$ cat config.mk
export PLATFORM = sky130hd
export DESIGN_NAME = tx_fifo_port_flat
export DESIGN_NICKNAME = d
export VERILOG_FILES = /design/src/shared/txfifo_pkg.sv /design/src/shared/txfifo_if.sv /design/src/tx_fifo_port.sv /design/src/flat_wrapper.sv
export SDC_FILE = /design/constraint.sdc
export NUM_CORES = 1
export LEC_CHECK = 0
export ABC_AREA = 0
export BUFFER_PORTS_ARGS = -buffer_cell sky130_fd_sc_hd__buf_2
export CORE_MARGIN = 2
export CORE_UTILIZATION = 62
export DETAILED_ROUTE_END_ITERATION = 16
export PLACE_DENSITY = 0.93
export SLEW_MARGIN = 20
export SYNTH_ARGS = -nofsm -noshare
export SYNTH_HDL_FRONTEND = slang
export SYNTH_SLANG_ARGS = --single-unit
$ cat constraint.sdc
create_clock -name mclk -period 12.4 [get_ports mclk]
set_clock_uncertainty 0.05 [all_clocks]
set_input_delay 1.86 -clock mclk [delete_from_list [all_inputs] [get_ports mclk]]
set_output_delay 1.86 -clock mclk [all_outputs]
set_load 0.01 [all_outputs]
$ cat src/shared/txfifo_pkg.sv
package txfifo_pkg;
    // Register indices, byte address is four times the index
    localparam logic [7:0] frame_length_idx   = 8'h30;
    localparam logic [7:0] transmit_data_idx  = 8'h31;
    localparam logic [7:0] free_space_idx     = 8'h32;
    localparam logic [7:0] cut_through_idx    = 8'h34;
    localparam logic [7:0] flush_idx          = 8'h36;
    // Controller registers, local to the host end
    localparam logic [3:0] ctl_cmd_addr       = 4'h0;
    localparam logic [3:0] ctl_arg_addr       = 4'h1;
    localparam logic [3:0] ctl_status_addr    = 4'h2;
    localparam logic [3:0] ctl_rdata_addr     = 4'h3;
    localparam logic [3:0] ctl_irq_stat_addr  = 4'h4;
    localparam logic [3:0] ctl_irq_clr_addr   = 4'h5;
    localparam logic [3:0] ctl_irq_en_addr    = 4'h6;
    localparam logic [3:0] ctl_idx_addr       = 4'h7;
    // Field layouts
    localparam int frame_byte_count_w     = 11;
    localparam int free_space_w           = 14;
    localparam int threshold_w            = 6;
    localparam int transmit_fifo_flush_bit = 1;
    localparam int receive_fifo_flush_bit  = 0;
    // Reset values and threshold limits
    localparam logic [31:0] free_space_rst  = 32'h0000_0fff;
    localparam logic [31:0] cut_through_rst = 32'h0000_0041;
    localparam logic [5:0]  threshold_min   = 6'h01;
    localparam logic [5:0]  threshold_max   = 6'h1a;
    // Per-frame size and header slot, in half words of space
    localparam logic [13:0] frame_overhead_hw = 14'h0002;
    // Controller commands
    localparam logic [1:0] cmd_write = 2'h1;
    localparam logic [1:0] cmd_read  = 2'h2;
endpackage

$ cat src/shared/txfifo_if.sv
interface txfifo_if;
    logic        wr;
    logic        rd;
    logic [7:0]  idx;
    logic [31:0] wdata;
    logic [31:0] rdata;
    logic        generic_sel;

    modport device
    (
        input  wr,
        input  rd,
        input  idx,
        input  wdata,
        input  generic_sel,
        output rdata
    );
    modport host
    (
        output wr,
        output rd,
        output idx,
        output wdata,
        output generic_sel,
        input  rdata
    );
endinterface

$ cat src/tx_fifo_port.sv
module tx_fifo_port
#(
    parameter int depth_hw = 4095
)
(
    input  wire logic mclk,
    input  wire logic rst,
    txfifo_if.device  bus,
    input  wire logic tx_hw_taken,
    input  wire logic tx_busy,
    input  wire logic rx_frame_start,
    output logic      tx_start,
    output logic      tx_bad_crc,
    output logic      rx_store_en,
    output logic      frame_done,
    output logic [2:0] last_bytes
);
    // Frame, occupancy and threshold state
    logic [10:0] frame_len_r;
    logic [10:0] sent_r;
    logic        armed_r;
    logic [13:0] used_r;
    logic [13:0] fill_hw_r;
    logic [5:0]  thresh_r;
    logic        cut_en_r;
    logic [31:0] rdata_r;
    logic [13:0] space;
    logic [10:0] remain;
    logic [2:0]  nbytes;
    logic [13:0] add_hw;
    logic        do_wr;
    logic        do_data;
    logic        do_len;
    logic        tx_flush;
    logic        rx_flush;
    logic [13:0] inc_hw;
    logic [13:0] dec_hw;
    logic        last_wr;
    logic        cross_thr;

    // One register hit decode shared by every write path
    function automatic logic wr_hit
    (
        input logic       strobe,
        input logic [7:0] sel,
        input logic [7:0] want
    );
        return strobe && sel == want;
    endfunction

    // Decode gated by protocol select
    assign do_wr    = bus.wr & bus.generic_sel;
    assign do_len   = wr_hit(do_wr, bus.idx, txfifo_pkg::frame_length_idx);
    assign do_data  = wr_hit(do_wr, bus.idx, txfifo_pkg::transmit_data_idx)
                      && armed_r;
    // Flushing works under either protocol
    assign tx_flush = wr_hit(bus.wr, bus.idx, txfifo_pkg::flush_idx)
                      && bus.wdata[txfifo_pkg::transmit_fifo_flush_bit];
    assign rx_flush = wr_hit(bus.wr, bus.idx, txfifo_pkg::flush_idx)
                      && bus.wdata[txfifo_pkg::receive_fifo_flush_bit];
    assign remain   = frame_len_r - sent_r;
    // Only valid bytes of the last word are stored
    assign nbytes   = (remain < 11'd4) ? remain[2:0] : 3'h4;
    assign add_hw   = {12'h000, nbytes[2:1]} + {13'h0000, nbytes[0]};
    assign space    = 14'(depth_hw) - used_r;
    assign last_wr  = do_data && remain <= 11'd4;

    // Charge and drain in one sum; a drain beside a write must not
    // be lost, or the space report drifts for good
    assign inc_hw   = do_len ? txfifo_pkg::frame_overhead_hw
                      : (do_data ? add_hw : 14'h0000);
    assign dec_hw   = {13'h0000, tx_hw_taken && used_r != 14'h0000};

    // Short frames below the threshold start at their last word,
    // else they would wait in the FIFO for good
    assign cross_thr = do_data && fill_hw_r < 14'(thresh_r)
                       && (fill_hw_r + add_hw >= 14'(thresh_r) || last_wr);

    // Frame length and byte counter
    always_ff @(posedge mclk)
    begin
        if (rst)
        begin
            frame_len_r <= 11'h000;
            sent_r      <= 11'h000;
            armed_r     <= 1'b0;
            frame_done  <= 1'b0;
            last_bytes  <= 3'h0;
        end
        else
        begin
            frame_done <= 1'b0;
            if (do_len)
            begin
                frame_len_r <= bus.wdata[10:0];
                sent_r      <= 11'h000;
                armed_r     <= bus.wdata[10:0] != 11'h000;
            end
            else if (do_data)
            begin
                sent_r <= sent_r + 11'(nbytes);
                if (last_wr)
                begin
                    armed_r    <= 1'b0;
                    frame_done <= 1'b1;
                    last_bytes <= nbytes;
                end
            end
            // Leftover words of a flushed frame have nowhere to go
            else if (tx_flush)
                armed_r <= 1'b0;
        end
    end

    // FIFO occupancy in half words, overhead charged at frame start
    always_ff @(posedge mclk)
    begin
        if (rst || tx_flush)
        begin
            used_r    <= 14'h0000;
            fill_hw_r <= 14'h0000;
        end
        else
        begin
            used_r <= used_r + inc_hw - dec_hw;
            if (do_len)
                fill_hw_r <= 14'h0000;
            else if (do_data)
                fill_hw_r <= fill_hw_r + add_hw;
        end
    end

    // Threshold register and transmit start
    always_ff @(posedge mclk)
    begin
        if (rst)
        begin
            thresh_r <= txfifo_pkg::cut_through_rst[5:0];
            cut_en_r <= txfifo_pkg::cut_through_rst[6];
            tx_start <= 1'b0;
        end
        else
        begin
            if (wr_hit(bus.wr, bus.idx, txfifo_pkg::cut_through_idx))
            begin
                thresh_r <= bus.wdata[5:0];
                cut_en_r <= bus.wdata[6];
            end
            // Store-forward waits for whole frame; cut-through starts
            // on crossing the threshold or at a short frame's end
            tx_start <= cut_en_r ? cross_thr : last_wr;
        end
    end

    // Flush effects on the two datapaths
    always_ff @(posedge mclk)
    begin
        if (rst)
        begin
            tx_bad_crc  <= 1'b0;
            rx_store_en <= 1'b1;
        end
        else
        begin
            tx_bad_crc <= tx_flush & tx_busy;
            // Flush wins over a frame start in the same cycle
            if (rx_flush)
                rx_store_en <= 1'b0;
            else if (rx_frame_start)
                rx_store_en <= 1'b1;
        end
    end

    // Read data one cycle after the strobe
    always_ff @(posedge mclk)
    begin
        if (rst)
            rdata_r <= 32'h0000_0000;
        else if (bus.rd)
            unique case (bus.idx)
                txfifo_pkg::frame_length_idx:
                    rdata_r <= {21'h000000, frame_len_r};
                txfifo_pkg::free_space_idx:
                    rdata_r <= bus.generic_sel
                        ? {18'h00000, space} : 32'h0000_0000;
                txfifo_pkg::cut_through_idx:
                    rdata_r <= {25'h0000000, cut_en_r, thresh_r};
                default:
                    rdata_r <= 32'h0000_0000;
            endcase
    end
    // Registered so the answer stands until the next read
    assign bus.rdata = rdata_r;
endmodule
$ cat src/flat_wrapper.sv
// flat-port wrapper written by rule: the top's interface ports become plain ports
module tx_fifo_port_flat 
#(
    parameter int depth_hw = 4095
)
  (mclk, rst, tx_hw_taken, tx_busy, rx_frame_start, tx_start, tx_bad_crc, rx_store_en, frame_done, last_bytes, bus_wr, bus_rd, bus_idx, bus_wdata, bus_generic_sel, bus_rdata);
  txfifo_if bus_i ();
  input  wire logic mclk;
  input  wire logic rst;
  input  wire logic tx_hw_taken;
  input  wire logic tx_busy;
  input  wire logic rx_frame_start;
  output logic tx_start;
  output logic tx_bad_crc;
  output logic rx_store_en;
  output logic frame_done;
  output logic [2:0] last_bytes;
  input wire logic [$bits(bus_i.wr)-1:0] bus_wr;
  input wire logic [$bits(bus_i.rd)-1:0] bus_rd;
  input wire logic [$bits(bus_i.idx)-1:0] bus_idx;
  input wire logic [$bits(bus_i.wdata)-1:0] bus_wdata;
  input wire logic [$bits(bus_i.generic_sel)-1:0] bus_generic_sel;
  output wire logic [$bits(bus_i.rdata)-1:0] bus_rdata;
  assign bus_i.wr = bus_wr;
  assign bus_i.rd = bus_rd;
  assign bus_i.idx = bus_idx;
  assign bus_i.wdata = bus_wdata;
  assign bus_i.generic_sel = bus_generic_sel;
  assign bus_rdata = bus_i.rdata;
  tx_fifo_port #(.depth_hw(depth_hw)) u_core (.mclk(mclk), .rst(rst), .bus(bus_i), .tx_hw_taken(tx_hw_taken), .tx_busy(tx_busy), .rx_frame_start(rx_frame_start), .tx_start(tx_start), .tx_bad_crc(tx_bad_crc), .rx_store_en(rx_store_en), .frame_done(frame_done), .last_bytes(last_bytes));
endmodule
# Word level (Yosys, flattened, before mapping)
# Cells that the tools add are included.
[totals]
out_inout_bits = 39
regBits = 97
wordCells = 69
in_bits = 48
[op_classes]
n_bitwise = 4
mux = 13
reduce_logical = 22
addsub = 7
order_cmp = 4
eq_ne = 6
[op_table]
columns = ["operator", "count"]
rows = [
  ["$pmux 32 s3", 1],
  ["$mux 14", 3],
  ["$eq 8x6->1 const B", 5],
  ["$add 14x14->14", 2],
  ["$ge 14x6->1", 1],
  ["$lt 14x6->1", 1],
  ["$reduce_bool 14->1", 1],
  ["$sub 12x14->14 const A", 1],
  ["$sub 14x1->14", 1],
  ["$add 11x3->11", 1],
  ["$le 11x3->1 const B", 1],
  ["$logic_and 1x1->1", 11],
  ["$lt 11x3->1 const B", 1],
  ["$reduce_bool 11->1", 1],
  ["$sub 11x11->11", 1],
  ["$mux 1", 8],
  ["$reduce_or 2->1", 2],
  ["$add 2x1->3", 1],
  ["$mux 3", 1],
  ["$ne 3x3->1 const B", 1],
  ["$reduce_and 3->1", 1],
  ["$reduce_bool 3->1", 1],
  ["$reduce_or 3->1", 1],
  ["$and 1x1->1", 2],
  ["other kinds (4)", 6],
]

# Logic depth before layout (Yosys ltp)
# Gate-level depths: netlist (run 1).
[depth]
depth_word = 9
ltp_mapped = 25
ltp_nobuf = 25

# Worst setup path before layout (run 1)
# No wires, ideal clock.
[synth_timing]
path_kind = "input-to-reg"
startpoint = "in bus_idx[1]"
endpoint = "reg u_core.used_r[13]"
path_stages = 15
arrival_ns = 5.736
setup_ns = 0.128
path_slack_ns = 6.486
path_buffers = 1
required_ns = 12.222
cell_sequence = "or4bb_1 -> nor4_1 -> clkbuf_1 -> a21oi_1 -> ha_1 -> inv_1 -> ha_1 -> a211oi_1 -> nor2_1 -> o41a_1 -> a31o_2 -> o41ai_1 -> o21ai_0 -> xor2_1 -> nor2_1"
[synth_via]
elab_chain_len = 7
word_cells_on_any_way = 13
cone_classes = "add/sub: 2; eq/ne: 3; mux: 2; reduce/logical: 6"
[synth_rtl]
columns = ["item", "line_no", "source"]
rows = [
  ["from (decl)", "flat_wrapper.sv:20", "input wire logic [$bits(bus_i.idx)-1:0] bus_idx;"],
  ["$eq 8x6->1", "tx_fifo_port.sv:48", "return strobe && sel == want;"],
  ["$logic_and 1x1->1", "tx_fifo_port.sv:48", ""],
  ["$logic_and 1x1->1", "tx_fifo_port.sv:55", "&& armed_r;"],
  ["$mux 14", "tx_fifo_port.sv:71", ": (do_data ? add_hw : 14'h0000);"],
  ["$mux 14", "tx_fifo_port.sv:70", "assign inc_hw = do_len ? txfifo_pkg::frame_overhead_hw"],
  ["$add 14x14->14", "tx_fifo_port.sv:125", "used_r <= used_r + inc_hw - dec_hw;"],
  ["$sub 14x1->14", "tx_fifo_port.sv:125", ""],
  ["to (signal assigned)", "tx_fifo_port.sv:125", ""],
  ["to (decl)", "tx_fifo_port.sv:22", "logic [13:0] used_r;"],
]
# Several ways; a longest one is shown, not always the timed one.
# A chain may end at the register's enable or synchronous reset.

# Worst setup path after layout (run 1)
[layout_timing]
startpoint = "reg u_core.sent_r[5]"
endpoint = "reg u_core.used_r[12]"
[layout_via]
elab_chain_len = 8
[layout_rtl]
columns = ["item", "line_no", "source"]
rows = [
  ["from (decl)", "tx_fifo_port.sv:20", "logic [10:0] sent_r;"],
  ["from (signal assigned)", "tx_fifo_port.sv:101", "sent_r <= sent_r + 11'(nbytes);"],
  ["$sub 11x11->11", "tx_fifo_port.sv:61", "assign remain = frame_len_r - sent_r;"],
  ["$lt 11x3->1", "tx_fifo_port.sv:63", "assign nbytes = (remain < 11'd4) ? remain[2:0] : 3'h4;"],
  ["$mux 3", "tx_fifo_port.sv:63", ""],
  ["named net u_core.nbytes[2]", "tx_fifo_port.sv:29", "logic [2:0] nbytes;"],
  ["$add 2x1->3", "tx_fifo_port.sv:64", "assign add_hw = {12'h000, nbytes[2:1]} + {13'h0000, nbytes[0]};"],
  ["$mux 14", "tx_fifo_port.sv:71", ""],
  ["$mux 14", "tx_fifo_port.sv:70", ""],
  ["$add 14x14->14", "tx_fifo_port.sv:125", ""],
  ["$sub 14x1->14", "tx_fifo_port.sv:125", ""],
]
# The timed path passes the listed nets, and every way through them passes these cells.

==> results of run 1 <==
cell type report:
cell class	count	area, sq um
Clock buffer	9	124
Fill cell	693	2760
Antenna cell	1	2.50
Clock inverter	7	71.3
Multi-Input combinational cell	544	3560
Timing Repair Buffer	49	250
Inverter	53	199
Tap cell	108	135
Sequential cell	79	1580
metrics by stage:
stage               hold WS, ps  setup WS [ps]  instances  area, sq um  utilization, %
finish                      416           5900        850         5920            68.2
floorplan                   398           6490        721         5590               -
CTS                         414           5930        849         5920            68.2
detailed placement          391           5940        833         5720            65.9
global placement            390           6210        833         5720            65.9
global route                453           5280        850         5920            68.2
kinds of logic (layout without fill, tap and decap cells):
kind of cell,count (synthesis),after routing,share of synthesized area [%]
AND/OR/NAND/NOR,273,273,23.7
AO/OA/AOI/OAI,147,147,18.2
buffers and inverters,98,118,8.20
flip-flops,79,79,28.6
adder cells (fa/ha/maj),51,51,12.0
XOR/XNOR,32,32,5.08
multiplexers,23,23,4.21
other,1,19,0.0679
final timing paths:
path / to
setup reg to reg: u_core.used_r[12]
hold reg to reg: u_core.bus.rdata[13]
setup / recovery: u_core.used_r[12]
hold / removal: u_core.bus.rdata[13]
flip-flops by register name, indices dropped and copies added, names as in the netlist, named ones only:
name / cells
u_core.fill_hw_r: 14
u_core.thresh_r: 6
u_core.sent_r: 10
u_core.frame_done: 1
u_core.tx_start: 1
u_core.bus.rdata: 14
u_core.used_r: 14
u_core.armed_r: 1
u_core.frame_len_r: 11
u_core.tx_bad_crc: 1
u_core.rx_store_en: 1
u_core.last_bytes: 3
u_core.cut_en_r: 1
worst reg2reg max path: stages, from the launching register on:
cell	delay, ps
dfxtp_1	410
inv_1	110
ha_1	450
nand2b_1	160
nor3b_1	390
o22a_1	230
nand4_1	80
a2111o_1	290
a2111oi_0	610
nand2b_1	310
nor3_1	210
ha_1	310
a21oi_1	190
ha_1	300
fa_1	440
nor2b_1	170
o21ai_0	130
a21boi_0	370
o21ai_0	190
a2111oi_0	610
o31ai_1	190
xor2_1	160
nor2_1	60
layer usage:
metal,up-vias,GRT usage [%]
li1,2504,-
met1,2398,34.4
met2,232,51.4
met3,50,4.58
met4,0,16.1
met5,-,0
where the power goes:
part	total [mW]	switching, mW	internal, mW
combinational	0.343	0.194	0.150
sequential	0.293	0.0183	0.274
clock	0.194	0.114	0.0797
total	0.830	0.326	0.504
layout by cell type, fill, tap and decap left out, drive strengths merged, types with 21 or more instances in the layout:
cell type  count
ha            48
buf           49
nand2         79
inv           58
nor2          84
a21oi         38
dfxtp         79
o21ai         23
nor3          25
mux2i         21
==> qor.csv, run 1 <==
metric;value;unit
htree_levels;3;
grt_overflow_total;0;
yosysWarnings;0;
period_minus_slack;6500;ps
yosys.area.top_type;dfxtp_1;
max_freq;154;MHz
p_total;0.830;mW
dr_total_vias;5184;
drcViolationCount;0;
initial_core_util;63.6;%
routed_wl;14100;um
synth_top_area_share;28.6;%
crit_path_max_incr_delay;610;ps
tritoncts;done;
synthTopCellsByArea;dfxtp_1 (29%), ha_1 (11%), nor2_1 (5.7%), nand2_1 (5.4%), mux2i_1 (3.8%);
crit_start;u_core.sent_r[5];
grt_pass1_vias;5114;
layout.nets;835;
cpMaxStageDelayCell;a2111oi_0;
via_per_inst;6.10;
wl_met2;6970;um
cp.depth;22;
synth_edf_count;0;
critPathBufInv;1;
setup_viol;0;
clockRootBuffer;clkbuf_8;
final.setup.tns;0;ps
place_congestion;0.949;
power.density;140;nW/um^2
avgSynthCellArea;7.84;sq um
drtIter0Drc;338;
r2r_slack;5900;ps
hold_class;reg2reg;
critical_path.endpoint_type;register;
hold_depth;2;
post_cts_resized;0;
drtPass1Iterations;6;
area_growth;7.23;%
antenna_found_initial;1;
slew_headroom;36.2;%
status;completed;
critPathKind;reg2reg;
yosysSeqAreaShare;28.6;%
wl_met1;5510;um
post-dp-hpwl;10600;um
rsz0062_at_grt;no;
postCtsHoldBufs;0;
fp.coreArea;8680;sq um
grt_pass1_wl;23400;um
cts_setup_buffers;0;
tightest_slew;954;ps
crit_chain;inv_1 > ha_1 > nand2b_1 > nor3b_1 > o22a_1 > nand4_1 > a2111o_1 > a2111oi_0 > nand2b_1 > nor3_1 > ha_1 > a21oi_1 > ha_1 > fa_1 > nor2b_1 > o21ai_0 > a21boi_0 > o21ai_0 > a2111oi_0 > o31ai_1 > xor2_1 > nor2_1;
r2r-start;u_core.sent_r[5];
die_x;98.4;um
finalCritPeriodShare;52.4;%
maxCapViolCount;0;
synthesis.area;5520;sq um
ir_drop;0.000166;V
die-area;9680;sq um
syn_inst;704;
path_max_fanout;10;
synthArstFlopShare;0;%
clock_latency;380;ps
grt_max_degree;45;
synth-main-ff-cell;dfxtp_1;
slew_viol_final;0;
routedWlPerCell;16.5;um
cpMostUsedCell;ha_1;
gr-usage-all-layers;29.4;%
cellLeakagePower;2.47;nW
crit_family;compound AO/OA/AOI/OAI gates;
routed.top_layer;met4;
reg2reg_depth;22;
cts-buffers-inserted;9;
drive_above_1_share;11.2;%
ios;87;
crit_path_start_kind;register;
synth.distinct_cells;71;
finalHoldViolCount;0;
hp-start;u_core.bus.rdata[13];
cp_data_arrival_time;6700;ps
dr_wl_met3;966;um
required;12600;ps
yosysMostFrequentCell;nor2_1;
synth_seq_cells;79;
synth_common_cells;nor2_1 (84), dfxtp_1 (79), nand2_1 (79);
ant_nets;0;
fp-row-count;34;
clk_pin_slew_worst_paths;100;ps
cts_max_path_buffers;2;
port_buffers;47;
cts.sinks;79;
die_y;98.4;um
No activity file was read; power rests on OpenSTA's default activity.
==> inputs of run 2 (changes only) <==
- CORE_UTILIZATION: 62 -> 52
- PLACE_DENSITY: 0.93 -> 0.84
- clock period: 12.4 -> 5.3 ns (I/O delays scaled with it)
==> run 2 against run 1 <==
Count of clock-buffer cells in the layout increased by 1. Cell count grew 12%. Power increased to 2.7 times the previous value. Sequential share of layout area decreased by 3.5 points. Clock power up 140%. Global-route usage down 4.3 points. Worst setup slack worse by 5800 ps. Routed wire length grew 5.5%.
==> qor.csv, run 2 (synthesis gave the netlist of run 1 again) <==
metric;value;unit;change
ir_drop;0.000336;V;+100%
grt_pass1_wl;23100;um;-1.3%
r2r-start;u_core.frame_len_r[4];;
area_growth;23.7;%;
holdWs;412;ps;-3.94 ps
drcViolationCount;0;;unchanged
gr-usage-all-layers;25.1;%;-4.3 points
critical_path.endpoint_type;register;;
via_per_inst;5.75;;-5.8%
ant_nets;0;;unchanged
finalHoldViolCount;0;;unchanged
swShare;36.9;%;-2.4 points
internal_power;1.43;mW;+180%
crit_path_start_kind;register;;
post-place-ws;-377;ps;-6310 ps
cts_max_path_buffers;2;;unchanged
grt_overflow_total;0;;unchanged
htree_levels;3;;unchanged
power.switching;0.837;mW;+160%
drive_above_1_share;25.4;%;+14 points
postCtsHoldBufs;0;;unchanged
critPathKind;reg2reg;;
final.setup.tns;0;ps;unchanged
port_buffers;47;;unchanged
cellLeakagePower;2.90;nW;+18%
cts.sinks;79;;unchanged
antenna_found_initial;0;;-1
fp-row-count;37;;+8.8%
drtPass1Iterations;5;;-1
seq_power_share;30.2;%;-5.1 points
post-dp-hpwl;10500;um;-0.57%
max_freq;192;MHz;+25%
share_comb_of_total_power;49.0;%;+7.6 points
place_congestion;0.899;;-5.2%
fp.coreArea;10300;sq um;+19%
dr_total_vias;5494;;+6.0%
setup_viol;0;;unchanged
layout.nets;914;;+9.5%
reg2reg_depth;23;;+4.5%
final_cells;956;;+12%
clockRootBuffer;clkbuf_8;;
cpMaxStageDelayCell;dfxtp_1;;
routed_wl;14800;um;+5.5%
status;completed;;
rsz0062_at_grt;yes;;
required;5490;ps;-7110 ps
grt_max_degree;45;;unchanged
mostFrequentLayoutCell;nor2_1;;
diodes;0;;-1
die_y;107;um;+8.8%
routedWlPerCell;15.5;um;-6.2%
clock_latency;370;ps;about the same
period_minus_slack;5210;ps;-1290 ps
cts-buffers-inserted;9;;unchanged
hold_depth;2;;unchanged
layout_common_cells;nor2_1 (81), buf_4 (80), nand2_1 (79);;
crit_path_max_incr_delay;440;ps;-170 ps
finalCritPeriodShare;98.2;%;+46 points
grt_pass1_vias;4961;;-3.0%
maxCapViolCount;0;;unchanged
hold_class;reg2reg;;
ios;87;;unchanged
crit_chain;ha_2 > inv_1 > a21oi_1 > nor4_1 > o22ai_1 > a2111o_1 > a2111oi_4 > buf_4 > nand2b_4 > nor3_2 > ha_1 > a21oi_2 > ha_4 > inv_4 > ha_4 > a211oi_4 > nor2_2 > o41a_1 > a31o_2 > o41ai_4 > o21ai_1 > xor2_1 > nor2_1;;
cpMostUsedCell;ha_4;;
path_max_fanout;8;;-2
power.density;332;nW/um^2;+140%
cp_data_arrival_time;5390;ps;-1310 ps
initial_core_util;53.5;%;-10 points
layout_setup_ws;92.9;ps;-5810 ps
clk_pin_slew_worst_paths;100;ps;about the same
drtIter0Drc;366;;+8.3%
numPlacedInstances;912;;+9.5%
tritoncts;done;;
die_x;107;um;+8.8%
crit_start;u_core.frame_len_r[4];;
clockPowerShare;20.8;%;-2.5 points
die-area;11500;sq um;+18%
slew_viol_final;0;;unchanged
r2r_slack;90;ps;-5810 ps
slew_headroom;32.0;%;-4.2 points
tightest_slew;1020;ps;+63.0 ps
hp-start;u_core.last_bytes[1];;
## run 2: power groups by stage
| stage | registers (mW) | clock network, mW | logic (mW) |
|---|---|---|---|
| 2_1_floorplan | 0.680 | 0 | 0.648 |
| 5_1_grt | 0.689 | 0.502 | 1.22 |
| 6_report | 0.686 | 0.472 | 1.11 |
| 4_1_cts | 0.683 | 0.476 | 0.983 |
| 3_5_place_dp | 0.695 | 0 | 0.854 |
| 3_3_place_gp | 0.693 | 0 | 0.834 |
## run 2: timing repair
item,CTS,global route
pin swaps,8,14
gates resized for setup,17,50
cloned,0,1
setup endpoints to repair,5,12
setup buffers,20,8
## run 2: per-layer routing
metal  vias up  wire length [um]  GRT usage (%)  part of all wire [%]
li1       2666                 -              -                     -
met1      2611              6220           30.9                    42
met2       175              7510           44.6                    51
met3        42               669           2.74                   4.5
met4         0               429           9.83                   2.9
met5         -                 0              0                     0
## run 2: cell type report
| cell class | count | area, sq um |
|---|---|---|
| Inverter | 53 | 201 |
| Sequential cell | 79 | 1590 |
| Tap cell | 136 | 170 |
| Timing Repair Buffer | 127 | 836 |
| Multi-Input combinational cell | 545 | 3830 |
| Clock buffer | 10 | 138 |
| Clock inverter | 6 | 67.6 |
| Fill cell | 814 | 3490 |
## run 2: worst paths after layout
| path | end |
|---|---|
| hold / removal | u_core.last_bytes[1] |
| setup / recovery | u_core.used_r[13] |
| hold reg to reg | u_core.last_bytes[1] |
| setup reg to reg | u_core.used_r[13] |
## run 2: critical path: cells and delay by family (launching register included)
kind	cells	cell delay, ps
adder cells (fa/ha/maj)	4	1090
XOR/XNOR	1	170
AO/OA/AOI/OAI	10	2290
flip-flops	1	440
buffers and inverters	3	330
AND/OR/NAND/NOR	5	700
## run 2: through the flow
| stage | total power, mW | area, sq um | utilization, % |
|---|---|---|---|
| 6_report | 2.27 | 6830 | 66.2 |
| 3_3_place_gp | 1.53 | 6150 | 59.6 |
| 4_1_cts | 2.14 | 6580 | 63.7 |
| 3_5_place_dp | 1.55 | 6150 | 59.6 |
| 5_1_grt | 2.41 | 6830 | 66.2 |
| 2_1_floorplan | 1.33 | 5590 | - |
